<file path="config.mk">
export PLATFORM = sky130hd
export DESIGN_NAME = mtr_readout_regs
export DESIGN_NICKNAME = d
export VERILOG_FILES = /design/src/design/mtr_pkg.sv /design/src/design/mtr_debounce.sv /design/src/design/mtr_readout_regs.sv
export VERILOG_INCLUDE_DIRS = /design/src /design/src/design
export SDC_FILE = /design/constraint.sdc
export NUM_CORES = 1
export LEC_CHECK = 0
export BUFFER_PORTS_ARGS = -buffer_cell sky130_fd_sc_hd__buf_2
export CORE_MARGIN = 2
export CORE_UTILIZATION = 35
export CTS_BUF_LIST = sky130_fd_sc_hd__clkbuf_16
export CTS_CLUSTER_SIZE = 12
export DETAILED_ROUTE_END_ITERATION = 8
export MAX_ROUTING_LAYER = met4
export PLACE_DENSITY_LB_ADDON = 0.05
export RECOVER_POWER = 25
export SYNTH_ARGS = -nofsm -noshare
export SYNTH_HDL_FRONTEND = slang
export SYNTH_SLANG_ARGS = --single-unit
</file>
<file path="constraint.sdc">
create_clock -name sys_clk_i -period 2.7 [get_ports sys_clk_i]
set_input_delay 0.405 -clock sys_clk_i [delete_from_list [all_inputs] [get_ports sys_clk_i]]
set_output_delay 0.405 -clock sys_clk_i [all_outputs]
set_load 0.05 [all_outputs]
</file>
<file path="src/design/mtr_params.svh">
`ifndef MTR_PARAMS_SVH
`define MTR_PARAMS_SVH

// ----------------------------------------------------------------
// register offsets
// ----------------------------------------------------------------
`define MTR_OFS_PRODUCT_CODE     8'h00
`define MTR_OFS_SILICON_REVISION 8'h01
`define MTR_OFS_BUTTON_STATE     8'h02
`define MTR_OFS_MOTION_X_LOW     8'h03
`define MTR_OFS_MOTION_Y_LOW     8'h04
`define MTR_OFS_MOTION_XY_HIGH   8'h05
`define MTR_OFS_WHEEL_COUNT      8'h06

// ----------------------------------------------------------------
// field positions and values
// ----------------------------------------------------------------
`define MTR_BTN_ONE_BIT          0
`define MTR_BTN_TWO_BIT          1
`define MTR_BTN_THREE_BIT        2
`define MTR_HIGH_X_MSB           7
`define MTR_HIGH_X_LSB           4
`define MTR_HIGH_Y_MSB           3
`define MTR_HIGH_Y_LSB           0
`define MTR_RESET_BYTE           8'h00
`define MTR_RESET_MOTION         12'h000
`define MTR_MOTION_POS_LIMIT     12'h7FF
`define MTR_MOTION_NEG_LIMIT     12'h800
`define MTR_WHEEL_POS_LIMIT      8'h7F
`define MTR_WHEEL_NEG_LIMIT      8'h81
`define MTR_WHEEL_FORBIDDEN      8'h80

// ----------------------------------------------------------------
// timing
// ----------------------------------------------------------------
`define MTR_CLK_PERIOD_NS        10
`define MTR_DEBOUNCE_NS          5000
`define MTR_DEBOUNCE_CYCLES \
  ((`MTR_DEBOUNCE_NS + `MTR_CLK_PERIOD_NS - 1) / `MTR_CLK_PERIOD_NS)
`define MTR_DEBOUNCE_CNT_W       10

`endif

</file>
<file path="src/design/mtr_pkg.sv">
package mtr_pkg;

  // ----------------------------------------------------------------
  // shared types
  // ----------------------------------------------------------------
  typedef logic [7:0]         mtr_byte_t;
  typedef logic [7:0]         mtr_addr_t;
  typedef logic signed [11:0] mtr_motion_t;
  typedef logic signed [7:0]  mtr_wheel_t;

endpackage

</file>
<file path="src/design/mtr_debounce.sv">
`include "mtr_params.svh"

module mtr_debounce
  import mtr_pkg::*;
#(
  parameter int               CNT_W   = `MTR_DEBOUNCE_CNT_W,
  parameter logic [CNT_W-1:0] CNT_MAX = CNT_W'(`MTR_DEBOUNCE_CYCLES)
) (
  input  wire logic sys_clk_i,
  input  wire logic reset_n_i,
  input  wire logic clear_i,
  input  wire logic raw_i,
  output logic      stable_o
);

  logic [CNT_W-1:0] cnt_r;

  // a level is taken only after it held for the whole window,
  // so contact bounce never reaches the register
  always_ff @(posedge sys_clk_i or negedge reset_n_i) begin
    if (!reset_n_i) begin
      cnt_r    <= '0;
      stable_o <= 1'b0;
    end else if (clear_i) begin
      cnt_r    <= '0;
      stable_o <= 1'b0;
    end else if (raw_i == stable_o) begin
      cnt_r <= '0;
    end else if (cnt_r == CNT_MAX - CNT_W'(1)) begin
      cnt_r    <= '0;
      stable_o <= raw_i;
    end else begin
      cnt_r <= cnt_r + CNT_W'(1);
    end
  end

endmodule

</file>
<file path="src/design/mtr_readout_regs.sv">
`include "mtr_params.svh"

module mtr_readout_regs
  import mtr_pkg::*;
#(
  parameter mtr_byte_t PRODUCT_CODE = 8'h5A, // value is arbitrary
  parameter mtr_byte_t REVISION     = 8'h01  // value is arbitrary
) (
  input  wire logic         sys_clk_i,
  input  wire logic         reset_n_i,
  input  wire logic         usb_reset_i,
  input  wire logic         button_one_input_i,
  input  wire logic         button_two_input_i,
  input  wire logic         button_three_input_i,
  input  wire logic         motion_valid_i,
  input  wire mtr_motion_t  motion_dx_i,
  input  wire mtr_motion_t  motion_dy_i,
  input  wire logic         wheel_step_i,
  input  wire logic         wheel_up_i,
  input  wire logic         report_load_i,
  input  wire logic         rd_req_i,
  input  wire mtr_addr_t    rd_addr_i,
  output mtr_byte_t         rd_data_o,
  output logic              rd_valid_o,
  output mtr_motion_t       report_x_o,
  output mtr_motion_t       report_y_o,
  output mtr_wheel_t        report_z_o,
  output logic [2:0]        button_state_o
);

  // ----------------------------------------------------------------
  // button debouncing
  // ----------------------------------------------------------------
  logic [2:0] btn_raw;
  logic [2:0] btn_deb;

  assign btn_raw[`MTR_BTN_ONE_BIT]   = button_one_input_i;
  assign btn_raw[`MTR_BTN_TWO_BIT]   = button_two_input_i;
  assign btn_raw[`MTR_BTN_THREE_BIT] = button_three_input_i;

  // one filter per button; all restart on a USB reset
  for (genvar i = 0; i < 3; i++) begin : g_deb
    mtr_debounce u_deb (
      .sys_clk_i (sys_clk_i),
      .reset_n_i (reset_n_i),
      .clear_i   (usb_reset_i),
      .raw_i     (btn_raw[i]),
      .stable_o  (btn_deb[i])
    );
  end

  // the report port sees the same filtered levels as the register
  always_ff @(posedge sys_clk_i or negedge reset_n_i) begin
    if (!reset_n_i) begin
      button_state_o <= 3'h0;
    end else begin
      button_state_o <= btn_deb;
    end
  end

  // ----------------------------------------------------------------
  // motion and wheel accumulation
  // ----------------------------------------------------------------
  mtr_motion_t acc_x_r;
  mtr_motion_t acc_y_r;
  mtr_wheel_t  acc_z_r;
  mtr_motion_t acc_x_nxt;
  mtr_motion_t acc_y_nxt;
  mtr_wheel_t  acc_z_nxt;

  // saturate instead of wrapping, so a fast swipe never flips sign
  function automatic mtr_motion_t sat_add12(mtr_motion_t a,
                                            mtr_motion_t b);
    logic signed [12:0] s;
    s = {a[11], a} + {b[11], b};
    if (s[12] != s[11]) begin
      sat_add12 = s[12] ? `MTR_MOTION_NEG_LIMIT
                        : `MTR_MOTION_POS_LIMIT;
    end else begin
      sat_add12 = s[11:0];
    end
  endfunction

  always_comb begin
    acc_x_nxt = sat_add12(acc_x_r, motion_dx_i);
    acc_y_nxt = sat_add12(acc_y_r, motion_dy_i);
    acc_z_nxt = acc_z_r;
    // the wheel stops one short of -128 to keep the range symmetric
    if (wheel_up_i && acc_z_r != `MTR_WHEEL_POS_LIMIT) begin
      acc_z_nxt = acc_z_r + 8'sh01;
    end else if (!wheel_up_i && acc_z_r != `MTR_WHEEL_NEG_LIMIT) begin
      acc_z_nxt = acc_z_r - 8'sh01;
    end
  end

  // a load empties the accumulators; a delta in that same cycle
  // becomes the new starting value so no movement is lost
  always_ff @(posedge sys_clk_i or negedge reset_n_i) begin
    if (!reset_n_i) begin
      acc_x_r <= `MTR_RESET_MOTION;
      acc_y_r <= `MTR_RESET_MOTION;
    end else if (usb_reset_i) begin
      acc_x_r <= `MTR_RESET_MOTION;
      acc_y_r <= `MTR_RESET_MOTION;
    end else if (report_load_i) begin
      acc_x_r <= motion_valid_i ? motion_dx_i : `MTR_RESET_MOTION;
      acc_y_r <= motion_valid_i ? motion_dy_i : `MTR_RESET_MOTION;
    end else if (motion_valid_i) begin
      acc_x_r <= acc_x_nxt;
      acc_y_r <= acc_y_nxt;
    end
  end

  always_ff @(posedge sys_clk_i or negedge reset_n_i) begin
    if (!reset_n_i) begin
      acc_z_r <= `MTR_RESET_BYTE;
    end else if (usb_reset_i) begin
      acc_z_r <= `MTR_RESET_BYTE;
    end else if (report_load_i) begin
      if (wheel_step_i) begin
        acc_z_r <= wheel_up_i ? 8'sh01 : 8'shFF;
      end else begin
        acc_z_r <= `MTR_RESET_BYTE;
      end
    end else if (wheel_step_i) begin
      acc_z_r <= acc_z_nxt;
    end
  end

  // ----------------------------------------------------------------
  // reported sample
  // ----------------------------------------------------------------
  // these hold what was last handed to the report path
  always_ff @(posedge sys_clk_i or negedge reset_n_i) begin
    if (!reset_n_i) begin
      report_x_o <= `MTR_RESET_MOTION;
      report_y_o <= `MTR_RESET_MOTION;
      report_z_o <= `MTR_RESET_BYTE;
    end else if (usb_reset_i) begin
      report_x_o <= `MTR_RESET_MOTION;
      report_y_o <= `MTR_RESET_MOTION;
      report_z_o <= `MTR_RESET_BYTE;
    end else if (report_load_i) begin
      report_x_o <= acc_x_r;
      report_y_o <= acc_y_r;
      report_z_o <= acc_z_r;
    end
  end

  // ----------------------------------------------------------------
  // read ordering snapshot
  // ----------------------------------------------------------------
  logic      rd_x_low;
  logic      rd_y_low;
  logic      rd_high;
  logic      y_ok_r;
  logic      h_ok_r;
  mtr_byte_t snap_y_r;
  mtr_byte_t snap_h_r;

  assign rd_x_low = rd_req_i && rd_addr_i == `MTR_OFS_MOTION_X_LOW;
  assign rd_y_low = rd_req_i && rd_addr_i == `MTR_OFS_MOTION_Y_LOW;
  assign rd_high  = rd_req_i && rd_addr_i == `MTR_OFS_MOTION_XY_HIGH;

  // an X-low read freezes the partner bytes; each partner may be
  // read once, and a later report load cannot tear the sample
  always_ff @(posedge sys_clk_i or negedge reset_n_i) begin
    if (!reset_n_i) begin
      y_ok_r   <= 1'b0;
      h_ok_r   <= 1'b0;
      snap_y_r <= `MTR_RESET_BYTE;
      snap_h_r <= `MTR_RESET_BYTE;
    end else if (usb_reset_i) begin
      y_ok_r   <= 1'b0;
      h_ok_r   <= 1'b0;
      snap_y_r <= `MTR_RESET_BYTE;
      snap_h_r <= `MTR_RESET_BYTE;
    end else begin
      if (rd_x_low) begin
        y_ok_r   <= 1'b1;
        h_ok_r   <= 1'b1;
        snap_y_r <= report_y_o[7:0];
        snap_h_r <= {report_x_o[11:8], report_y_o[11:8]};
      end
      if (rd_y_low) begin
        y_ok_r <= 1'b0;
      end
      if (rd_high) begin
        h_ok_r <= 1'b0;
      end
    end
  end

  // ----------------------------------------------------------------
  // register read port
  // ----------------------------------------------------------------
  // one answer per request, one cycle later, except that a request
  // while usb_reset_i is high gets none; unmapped offsets read as zero
  always_ff @(posedge sys_clk_i or negedge reset_n_i) begin
    if (!reset_n_i) begin
      rd_valid_o <= 1'b0;
      rd_data_o  <= `MTR_RESET_BYTE;
    end else begin
      rd_valid_o <= rd_req_i && !usb_reset_i;
      if (rd_req_i) begin
        unique case (rd_addr_i)
          `MTR_OFS_PRODUCT_CODE:     rd_data_o <= PRODUCT_CODE;
          `MTR_OFS_SILICON_REVISION: rd_data_o <= REVISION;
          `MTR_OFS_BUTTON_STATE:     rd_data_o <= {5'h00, btn_deb};
          `MTR_OFS_MOTION_X_LOW:     rd_data_o <= report_x_o[7:0];
          `MTR_OFS_MOTION_Y_LOW: begin
            rd_data_o <= y_ok_r ? snap_y_r : `MTR_RESET_BYTE;
          end
          `MTR_OFS_MOTION_XY_HIGH: begin
            rd_data_o <= h_ok_r ? snap_h_r : `MTR_RESET_BYTE;
          end
          `MTR_OFS_WHEEL_COUNT:      rd_data_o <= report_z_o;
          default:                   rd_data_o <= `MTR_RESET_BYTE;
        endcase
      end
    end
  end
endmodule

</file>
After elaboration in Yosys (flattened, before gate mapping)
Index checks and enable logic that the tools add are counted.
- word-level logic and storage cells: 123
- input bits: 43
- flip-flop bits (word level): 127
- output and inout bits: 44
- add/sub/neg operators: 7
- eq/ne operators: 19
- reduce and logical (&&, ||, !) cells: 23
- muxes and demuxes: 55
- operators with widths (kind ; count):
    $mux W12 ; 16
    $mux W8 ; 15
    $mux W10 ; 9
    $pmux W8 S7 ; 1
    $add A10 B1 Y10 const B ; 3
    $eq A10 B9 Y1 const B ; 3
    $add A12 B12 Y13 ; 2
    $eq A8 B3 Y1 const B ; 3
    $eq A8 B2 Y1 const B ; 2
    $mux W1 ; 14
    $reduce_bool A3 Y1 ; 4
    $reduce_bool A2 Y1 ; 5
    $add A8 B2 Y8 const B ; 1
    $eq A8 B1 Y1 const B ; 1
    $logic_not A8 Y1 ; 1
    $ne A8 B7 Y1 const B ; 1
    $ne A8 B8 Y1 const B ; 1
    $reduce_and A2 Y1 ; 4
    $sub A8 B2 Y8 const B ; 1
    $logic_and A1 B1 Y1 ; 6
    $ne A2 B2 Y1 const B ; 3
    $reduce_bool A4 Y1 ; 1
    $eq A1 B1 Y1 ; 3
    $logic_not A1 Y1 ; 2
    $ne A1 B1 Y1 ; 2

Longest topological paths before layout
Gate-level depths: netlist (run 1).
- word-level depth: 7
- gate-level depth with buffers: 10
- mapped depth without buffers: 10

By module
From an unflattened synthesis (run 1), not the netlist that was laid out.
- cell total of the unflattened synthesis: 756
- area, all modules: 7294.5 sq um
- by module, submodules not included (module ; area each (sq um) ; sequential area each (sq um) ; cells each ; instances):
    mtr_readout_regs ; 5691.7 ; 2352.3 ; 603 ; 1
    mtr_debounce ; 534.3 ; 275.3 ; 51 ; 3

Worst setup path before layout (run 1)
OpenSTA, ideal clock, no wires.
- kind: input -> register
- from: input motion_dy_i[0]
- to: register acc_y_r[8]
- data arrival time: 2312 ps
- path slack: 245 ps
- cell stages on the path: 9
- path buffers: 1
- setup time: 143 ps
- data required time: 2557 ps
- path through: ha_1 -> fa_1 -> a211o_1 -> a21oi_1 -> o21ai_0 -> a21o_1 -> buf_2 -> a32oi_1 -> a22oi_1
- cells in the longest elaborated chain, start to end: 6
- elaborated cells on any way between the ends: 7
- classes of those cells: add/sub: 1; eq/ne: 1; mux: 5
- RTL lines (item ; RTL line ; RTL):
    start, declared ; mtr_readout_regs.sv:17 ; input wire mtr_motion_t motion_dy_i,
    $add A12 B12 Y13 * ; mtr_readout_regs.sv:75 ; s = {a[11], a} + {b[11], b};
    $mux W12 (no line) or $ne A1 B1 Y1 (tied branches) ; - ;
    $mux W12 * ; mtr_readout_regs.sv:76 ; if (s[12] != s[11]) begin
    $mux W12 * ; mtr_readout_regs.sv:108 ; end else if (motion_valid_i) begin
    $mux W12 * ; mtr_readout_regs.sv:105 ; end else if (report_load_i) begin
    $mux W12 * ; mtr_readout_regs.sv:102 ; end else if (usb_reset_i) begin
    end signal, assigned ; mtr_readout_regs.sv:104 ; acc_y_r <= `MTR_RESET_MOTION;
    end signal, assigned ; mtr_readout_regs.sv:107 ; acc_y_r <= motion_valid_i ? motion_dy_i : `MTR_RESET_MOTION;
    end signal, assigned ; mtr_readout_regs.sv:110 ; acc_y_r <= acc_y_nxt;
    end, declared ; mtr_readout_regs.sv:65 ; mtr_motion_t acc_y_r;
Mark *: on every way between the ends. The rest lies on a longest branch, timed or not. The select of a mux whose other input is x is not followed.
A chain may end at the register's enable or synchronous reset.

Worst setup path after layout (run 1)
- from: register acc_z_r[1]
- to: register acc_z_r[7]
- cells in the longest elaborated chain, start to end: 6
- elaborated cells on any way between the ends: 13
- classes of those cells: add/sub: 2; eq/ne: 2; mux: 5; reduce/logical: 4
- RTL lines (item ; RTL line ; RTL):
    start, declared ; mtr_readout_regs.sv:66 ; mtr_wheel_t acc_z_r;
    start signal, assigned ; mtr_readout_regs.sv:116 ; acc_z_r <= `MTR_RESET_BYTE;
    start signal, assigned ; mtr_readout_regs.sv:118 ; acc_z_r <= `MTR_RESET_BYTE;
    start signal, assigned ; mtr_readout_regs.sv:121 ; acc_z_r <= wheel_up_i ? 8'sh01 : 8'shFF;
    $sub A8 B2 Y8 or $ne A8 B7 Y1 (tied branches) ; - ;
    $mux W8 or $logic_and A1 B1 Y1 (tied branches) ; - ;
    $mux W8 ; mtr_readout_regs.sv:89 ; if (wheel_up_i && acc_z_r != `MTR_WHEEL_POS_LIMIT) begin
    $mux W8 ; mtr_readout_regs.sv:125 ; end else if (wheel_step_i) begin
    $mux W8 ; mtr_readout_regs.sv:119 ; end else if (report_load_i) begin
    $mux W8 ; mtr_readout_regs.sv:117 ; end else if (usb_reset_i) begin
Parallel ways exist; a longest one is shown, timed or not. The select of a mux whose other input is x is not followed.

==> run metrics, run 1 <==
run status=finished, violations left; failing checks=capacitance limit, slew limit; Async SR Flop Fraction=1.00; Nets=approximately 950; Die W=~150 um; largest family of logic cells by synthesized area=compound AO/OA/AOI/OAI gates; Max-Slew Margin vs Limit=-0.196; io pins=87; Worst Path Required=between 2 and 3 ns; vias post-DR=approximately 6200; Hold Path Class=in -> reg; Mean Syn Cell Area=between 9 and 10 sq um; post-route DRC violation count=0; Simple-Gate Fraction of Synth Area=0.167; CP Launch Point=acc_z_r[1]; CP Capture Type=flop; setup ws final=~0.15 ns; Seq. cell area=about 3200 sq um; number of synthesized register bits=between 100 and 150; Area after DPL=around 8300 sq um; DR iter-0 viols=349; clk sinks=127; Synth top area share=0.431; Reg-to-Reg End=acc_z_r[7]; fin crit period=2.55 ns; Worst Path Arrival=about 2.8 ns; reg2reg setup slack=roughly 0.15 ns; largest net degree at the start of global routing=128; TritonCTS buffer count=17; fmax=391 MHz; commonest non-fill, non-tap cell in the layout=dfrtp_1; Yosys warning total=0; Die ar.=22200 sq um; final hold vios=0; Yosys top cell by area=dfrtp_1; antenna violations before repair=0; ANT cells=0; top post-synthesis cells by area=dfrtp_1, mux2i_1, nor2_1; post-synthesis mux area share=0.0597; Detail Placement HPWL=14700 um; final slew viol count=approximately 130; Clk Latency, worst-skew pair=0.41 ns; Syn Nets=around 850; Seq/Total Area, Yosys=0.431; mapped cell area=about 7400 sq um; clk_skew=between 0.004 and 0.005 ns; Syn-to-layout area delta=19.2%; Final Cell Area=8790 sq um; Synth Area in XOR/XNOR=0.0463; row count=53; vias per cell=~5.3; first-pass GRT wire length=between 30000 and 40000 um; Core ar.=between 20000 and 25000 sq um; startpoint types=flop; root buf cell=clkbuf_16; Crit Path Class=reg -> reg; Clock Tree Buf Depth=2; DP Worst Slack=~0.047 ns; TritonCTS clock tree=yes; number of synthesized flops with an enable pin=0; vias in the first global route=approximately 6100; Routed wire per std cell=roughly 17 um; Post-Synth Adder-Cell Area=0.0642; Synth Flop Type=dfrtp_1; Worst Max-Slew Pin Slew=1.79 ns; WHS Path Cells=3; GRT Total Usage=0.191; final worst path period share=0.946; leakage=about 4.2 nW; power density over the cells=595 nW/um^2; grt ovf=0; most frequent cells in the layout=dfrtp_1, nor2_1, buf_2; MaxCap Viol Count=1; maximum fanout along the worst path=6; Starting Density=0.354; Yosys cell types=64; fillers=2086; CP Capture Point=acc_z_r[7]; gate count of the mapped netlist=767; maximum vdd drop=around 0.00036 V; I/O Buffers=86; RD Place Congestion=between 0.8 and 0.9; worst r2r src=acc_z_r[1]; final setup vio count=0; Multi-input gate area=just under 4000 sq um; Die Ht=about 150 um; H-tree depth=4; clk slew on worst S/H paths=0.05 ns; First-pass DRT Iterations=4; antenna viol nets, final=0; post-synthesis compound-gate area fraction=0.200; share of cells above drive strength 1=0.181; final wirelength=~20000 um; r2r worst-path depth=11
synthesized netlist by cell type, types with 7 or more instances:
library cell	n
a221oi_1	10
a22oi_1	11
ha_1	33
buf_2	11
and3_1	13
a211oi_1	16
and2_1	8
nor2_1	115
a22o_1	19
nand4_1	9
a31oi_1	13
nand2b_1	9
o21ai_0	32
inv_1	15
xor2_1	20
mux2i_1	44
dfrtp_1	127
a21o_1	11
xnor2_1	19
o211ai_1	10
clkbuf_1	18
a21oi_1	34
o31ai_1	7
nor3_1	11
nand2_1	55
nor2b_1	9
nand3_1	22
o21ai_1	7
worst max-delay path: stages, from the launching register on:
cell	delay, ns
dfrtp_1	0.40
nand4_1	0.14
o21ai_2	0.20
buf_6	0.15
ha_1	0.27
nand3_1	0.11
o211ai_1	0.14
o41ai_2	0.35
buf_4	0.17
xnor2_1	0.11
o21ai_0	0.10
a32o_1	0.28
metal layers:
layer | up-vias | GRT usage | routed length, um
li1 | 3016 | - | -
met1 | 2996 | 0.255 | 9580
met2 | 123 | 0.302 | 9460
met3 | 16 | 0.0260 | 647
met4 | 0 | 0.0600 | 214
met5 | - | - | 0
area by class of cell:
class,count,area share
Clock inverter,14,0.00982
Multi-Input combinational cell,589,0.452
Tap cell,275,0.0392
Inverter,15,0.00641
Clock buffer,17,0.0484
Timing Repair Buffer,122,0.0821
Sequential cell,127,0.362
state kept, by name (all words and copies together) (netlist names), 3 cells and up:
register / flops
snap_y_r: 8
report_z_o: 8
g_deb.u_deb.cnt_r: 30
button_state_o: 3
acc_z_r: 8
acc_x_r: 12
g_deb.u_deb.stable_o: 3
snap_h_r: 8
report_x_o: 12
report_y_o: 12
acc_y_r: 12
rd_data_o: 8
worst min-delay path by stage:
| stage | from | to | slack [ns] |
|---|---|---|---|
| floorplan | reset_n_i | acc_x_r[0] | 0.11 |
| global placement | g_deb[2].u_deb.stable_o | button_state_o[2] | 0.42 |
| detailed placement | g_deb[2].u_deb.stable_o | button_state_o[2] | 0.43 |
| CTS | reset_n_i | g_deb[0].u_deb.cnt_r[1] | 0.14 |
| global route | motion_dy_i[9] | acc_y_r[9] | 0.30 |
| finish | button_one_input_i | g_deb[0].u_deb.stable_o | 0.28 |
kinds of logic (layout without fill, tap and decap cells):
| kind of cell | Yosys count | in the layout |
|---|---|---|
| AOI/OAI and AO/OA | 205 | 205 |
| muxes | 44 | 44 |
| buffers and inverters | 51 | 168 |
| adders and majority gates | 36 | 36 |
| and+or+nand+nor | 265 | 265 |
| DFF | 127 | 127 |
| xor gates and xnor gates | 39 | 39 |
metrics by stage:
step                cells  hold WS (ns)  TNS (ns)  total power, W  utilization
finish               1159         0.277         0         0.00523        0.422
global route         1159         0.298   -0.0390         0.00550        0.422
CTS                  1157         0.136         0         0.00529        0.421
detailed placement   1126         0.431         0         0.00326        0.397
global placement     1126         0.422         0         0.00325        0.397
floorplan             767         0.109         0         0.00287            -
what timing repair did:
action	4_1_cts	5_1_grt
setup endpoints to repair	0	5
gates resized for setup	0	6
hold buffers	0	0
setup buffers	0	2
report_power, final:
part	internal, W	switching [W]	total (W)
clock network	0.00122	0.000772	0.00199
logic	0.000446	0.000707	0.00115
registers	0.00199	0.0000915	0.00208
Note: power is estimated with default switching activity, not from simulation.
==> run 2: changes to the inputs <==
- CORE_ASPECT_RATIO: default -> 0.7
==> run metrics, run 2 (synthesis results as in run 1) <==
failing checks=capacitance limit, slew limit; Crit Path Class=reg -> reg; I/O Buffers=86 (unchanged); post-route DRC violation count=0 (unchanged); Worst Path Required=2.93 ns (-0.06 ns); DR iter-0 viols=475 (+36%); H-tree depth=4 (unchanged); root buf cell=clkbuf_16; Syn-to-layout area delta=19.9%; Die W=177 um (+19%); TritonCTS clock tree=yes; Starting Density=0.356 (+0.00210); RSZ-0062 raised after global routing=true; DP Worst Slack=-0.0306 ns (-0.0774 ns); final wirelength=20700 um (+4.0%); MaxCap Viol Count=1 (unchanged); most frequent cells in the layout=dfrtp_1, nor2_1, buf_2; Area after DPL=8230 sq um (-0.35%); Die ar.=22300 sq um (about the same); maximum fanout along the worst path=7 (+1); maximum vdd drop=0.000504 V (+38%); setup ws final=0.147 ns (+0.00174 ns); vias in the first global route=6086 (+0.049%); startpoint types=flop; final slew viol count=27 (-79%); fmax=392 MHz (about the same); Post-Layout Cell Count=1161 (+0.17%); Detail Placement HPWL=15700 um (+6.8%); clk_skew=0.0202 ns (+0.0156 ns); Top reg by flops=g_deb.u_deb.cnt_r; grt ovf=0 (unchanged); WHS Path Cells=3 (unchanged); antenna viol nets, final=0 (unchanged); met1 usage=0.300 (+0.0454); GRT met3 Usage=0.0398 (+0.0138); final setup vio count=0 (unchanged); GR peak layer=met1; vias post-DR=6220 (+1.1%); clk slew on worst S/H paths=0.06 ns (about the same); final hold vios=0 (unchanged); CP Capture Type=flop; io pins=87 (unchanged); run status=finished, violations left; Clk Latency, worst-skew pair=0.42 ns (about the same); clk sinks=127 (unchanged); Die Ht=125 um (-16%); Nets=951 (unchanged); Routed wire per std cell=17.8 um (+3.9%); Max-Slew Margin vs Limit=-0.0317 (+0.164); leakage=4.18 nW (-0.49%); GRT Total Usage=0.198 (+0.00709); First-pass DRT Iterations=8 (+4); ANT cells=0 (unchanged); Largest register FFs=30 (unchanged); r2r worst-path depth=8 (-3); antenna violations before repair=0 (unchanged); met2 Usage GRT=0.272 (-0.0303); vias per cell=5.36 (+0.95%); share of cells above drive strength 1=0.181 (-0.000205); row count=44 (-17%); commonest non-fill, non-tap cell in the layout=dfrtp_1; Core ar.=20700 sq um (-0.59%); fin crit period=2.55 ns (-0.00174 ns); largest net degree at the start of global routing=65 (-49%); Worst Max-Slew Pin Slew=1.55 ns (-0.247 ns); final worst path period share=0.946 (about the same); first-pass GRT wire length=33700 um (+3.6%); Final Cell Area=8840 sq um (+0.58%); Hold Path Class=in -> reg; power density over the cells=602 nW/um^2 (+1.3%); Clock Tree Buf Depth=2 (unchanged); TritonCTS buffer count=17 (unchanged); fillers=2060 (-1.2%); Worst Path Arrival=2.79 ns (-0.05 ns); RD Place Congestion=0.897 (+7.0%); Cells after DPL=1123 (-0.27%)
## run 2: changes by cell type in the layout (fill, tap and decap cells not counted), sizes merged
cell         delta
clkinvlp        +2
a21oi           +1
o31ai           +1
clkbuf          +5
clkinv          -1
buf             -8
dlygate4sd3     +1
## run 2: area by class of cell
type	instances	area (sq um)	area share
clock buffer	17	425	0.0481
tap	276	345	0.0391
inverter	15	56.3	0.00637
timing repair buffer	120	692	0.0783
multi-input combinational	591	4030	0.456
sequential	127	3180	0.360
clock inverter	15	108	0.0122
## run 2: critical path, stage by stage (launching register included)
cell and delay, ns:
dfrtp_2 0.44, ha_1 0.22, fa_1 0.41, a211o_1 0.29, a21oi_2 0.18, o21ai_0 0.13
a21o_1 0.23, o31ai_4 0.35, a222oi_1 0.14
## run 2: final timing paths
check                           slack (ns)                 endpoint                    start
max in group asynchronous             0.53            report_x_o[1]                reset_n_i
min in group asynchronous             0.91  g_deb[0].u_deb.cnt_r[3]                reset_n_i
worst min register to register        0.45        button_state_o[1]  g_deb[1].u_deb.stable_o
worst max register to register        0.15               acc_y_r[5]               acc_y_r[0]
worst min-delay path                  0.27  g_deb[2].u_deb.stable_o     button_three_input_i
worst max-delay path                  0.15               acc_y_r[5]               acc_y_r[0]
## run 2: timing repair
action | CTS | global route
hold buffers | 1 | 0
resized for setup | 0 | 12
setup endpoints to repair | 0 | 20
endpoints found under the hold margin | 25 | 0
setup buffers | 0 | 3
## run 2: where the power goes
group / total, W / internal (W) / switching (W)
Clock: 0.00206 / 0.00124 / 0.000816
Combinational: 0.00118 / 0.000439 / 0.000742
Sequential: 0.00209 / 0.00199 / 0.0000987
## run 2: metal layers
metal  vias up  part of all wire
li1       3024                 -
met3        22             0.038
met1      3046              0.53
met4         0             0.010
met2       128              0.42
met5         -                 0
## run 2: metrics by stage
step           total power, W  TNS [ns]  hold slack [ns]  utilization
2_1_floorplan         0.00287         0            0.109            -
3_3_place_gp          0.00324         0            0.338        0.398
3_5_place_dp          0.00326    -0.146            0.350        0.398
4_1_cts               0.00534         0            0.250        0.424
5_1_grt               0.00560  -0.00544            0.253        0.427
6_report              0.00532         0            0.268        0.427
==> run 3: changes to the inputs <==
- CORE_UTILIZATION: 35 -> 50
==> run metrics, run 3 (synthesis results as in run 1) <==
run status=finished, final reports clean; vias per cell=5.87 (+9.6%); worst path cell trace=ha_1, fa_1, a211o_1, a21oi_2, o21ai_0, a21o_2, buf_12, a221oi_1, a211oi_1; power density over the cells=651 nW/um^2 (+8.1%); clk slew on worst S/H paths=0.06 ns (about the same); sw frac=0.291 (-0.0203); antenna violations before repair=0 (unchanged); Hold Path Class=in -> reg; first-pass GRT wire length=30800 um (-8.5%); Seq pwr share=0.366 (-0.026); Combinational Power Share=0.200 (-0.022); hold slack=0.263 ns (-0.00503 ns); Worst Path Required=2.99 ns (+0.06 ns); RSZ-0062 raised after global routing=false; clock share of power=0.434 (+0.048); Final Cell Area=8790 sq um (-0.54%); Largest register FFs=30 (unchanged); maximum vdd drop=0.000330 V (-34%); Die ar.=15700 sq um (-29%); CP Capture Type=flop; Util after Layout=0.605 (+0.178); MaxCap Viol Count=0 (-1); max incr delay on CP=0.42 ns (-0.02 ns); largest net degree at the start of global routing=94 (+45%); Power Internal=0.00406 W (+11%); final worst path period share=0.935 (-0.0104); worst path bufs/invs=1 (+1); Area after DPL=8110 sq um (-1.5%); H-tree depth=4 (unchanged); Nets=943 (-0.84%); TritonCTS buffer count=17 (unchanged); maximum fanout along the worst path=11 (+4); post-route DRC violation count=0 (unchanged); Syn-to-layout area delta=19.3%; antenna viol nets, final=0 (unchanged); Clock Tree Buf Depth=2 (unchanged); final slew viol count=0 (-100%); final setup vio count=0 (unchanged); CP max stage cell=dfrtp_1; root buf cell=clkbuf_16; DR iter-0 viols=541 (+14%); Worst Path Arrival=2.81 ns (+0.02 ns); critical path's top delay family=compound AO/OA/AOI/OAI gates; Die W=149 um (-16%); Sw Pwr=0.00167 W (+0.53%); First-pass DRT Iterations=5 (-3); Max-Slew Margin vs Limit=0.154 (+0.186); vias in the first global route=5828 (-4.2%); vias post-DR=6297 (+1.2%); grt ovf=0 (unchanged); clk sinks=127 (unchanged); Worst Max-Slew Pin Slew=1.27 ns (-0.278 ns); I/O Buffers=86 (unchanged); Die Ht=106 um (-16%); leakage=4.21 nW (+0.68%); TritonCTS clock tree=yes; clk_skew=0.0125 ns (-0.00767 ns); Crit Path Class=reg -> reg; Starting Density=0.507 (+0.151); final wirelength=19000 um (-8.0%); GRT Total Usage=0.256 (+0.0585); row count=37 (-16%); RD Place Congestion=0.884 (-1.5%); io pins=87 (unchanged); fmax=396 MHz (+1.1%); commonest non-fill, non-tap cell in the layout=dfrtp_1; final hold vios=0 (unchanged); startpoint types=flop; Top reg by flops=g_deb.u_deb.cnt_r; Core ar.=14500 sq um (-30%); Setup TNS Final=0 ns (unchanged); Routed wire per std cell=17.8 um (-0.39%); most frequent cells in the layout=dfrtp_1, nor2_1, buf_2; fin crit period=2.52 ns (-0.0282 ns); share of cells above drive strength 1=0.180 (-0.000631); ANT cells=0 (unchanged); Detail Placement HPWL=14100 um (-11%); reg2reg setup slack=0.18 ns (+0.03 ns); Clk Latency, worst-skew pair=0.42 ns (about the same); fillers=1272 (-38%)
[run 3: cell type report]
cell class | instances | area [sq um] | area share
Tap cell | 195 | 244 | 0.0278
Inverter | 15 | 56.3 | 0.00640
Timing Repair Buffer | 113 | 672 | 0.0764
Sequential cell | 127 | 3180 | 0.361
Clock inverter | 15 | 218 | 0.0248
Multi-Input combinational cell | 590 | 4000 | 0.455
Clock buffer | 17 | 425 | 0.0484
[run 3: power by group through the flow]
stage,registers (W),logic (W),clock network (W)
after floorplan,0.00219,0.000679,0
after global placement,0.00212,0.00109,0
after detailed placement,0.00212,0.00111,0
after CTS,0.00209,0.00112,0.00251
after global routing,0.00210,0.00126,0.00260
final,0.00210,0.00114,0.00248
[run 3: timing repair]
item	4_1_cts	5_1_grt
endpoints found under the hold margin	5	0
buffers inserted	0	2
hold buffers	1	0
resized for setup	0	5
endpoints found under the setup margin	0	10
[run 3: worst min-delay path: cells and delay by family]
| family | cells | cell delay [ns] |
|---|---|---|
| muxes | 1 | 0.06 |
| and+or+nand+nor | 1 | 0.07 |
| buffers and inverters | 1 | 0.09 |
[run 3: path summary, 6_finish.rpt]
check | cells after the start | end | startpoint
setup / recovery | 9 | acc_y_r[0] | acc_y_r[0]
min in group asynchronous | 2 | g_deb[0].u_deb.cnt_r[6] | reset_n_i
max in group asynchronous | 3 | rd_data_o[3] | reset_n_i
setup reg to reg | 9 | acc_y_r[0] | acc_y_r[0]
hold reg to reg | 0 | button_state_o[1] | g_deb[1].u_deb.stable_o
hold / removal | 3 | g_deb[0].u_deb.stable_o | button_one_input_i
[run 3: per-layer routing]
metal | global-route usage | wire length, um | vias to the layer above
li1 | - | - | 2995
met1 | 0.382 | 9480 | 3059
met2 | 0.364 | 8240 | 223
met3 | 0.0429 | 1120 | 20
met4 | 0.0667 | 199 | 0
met5 | - | 0 | -
[run 3: through the flow]
step	cells	setup WS, ns	power (W)
after floorplan	767	0.245	0.00287
after global routing	1072	0.00687	0.00596
final	1072	0.175	0.00572
after global placement	1036	0.105	0.00321
after detailed placement	1036	0.0277	0.00323
after CTS	1069	0.137	0.00572
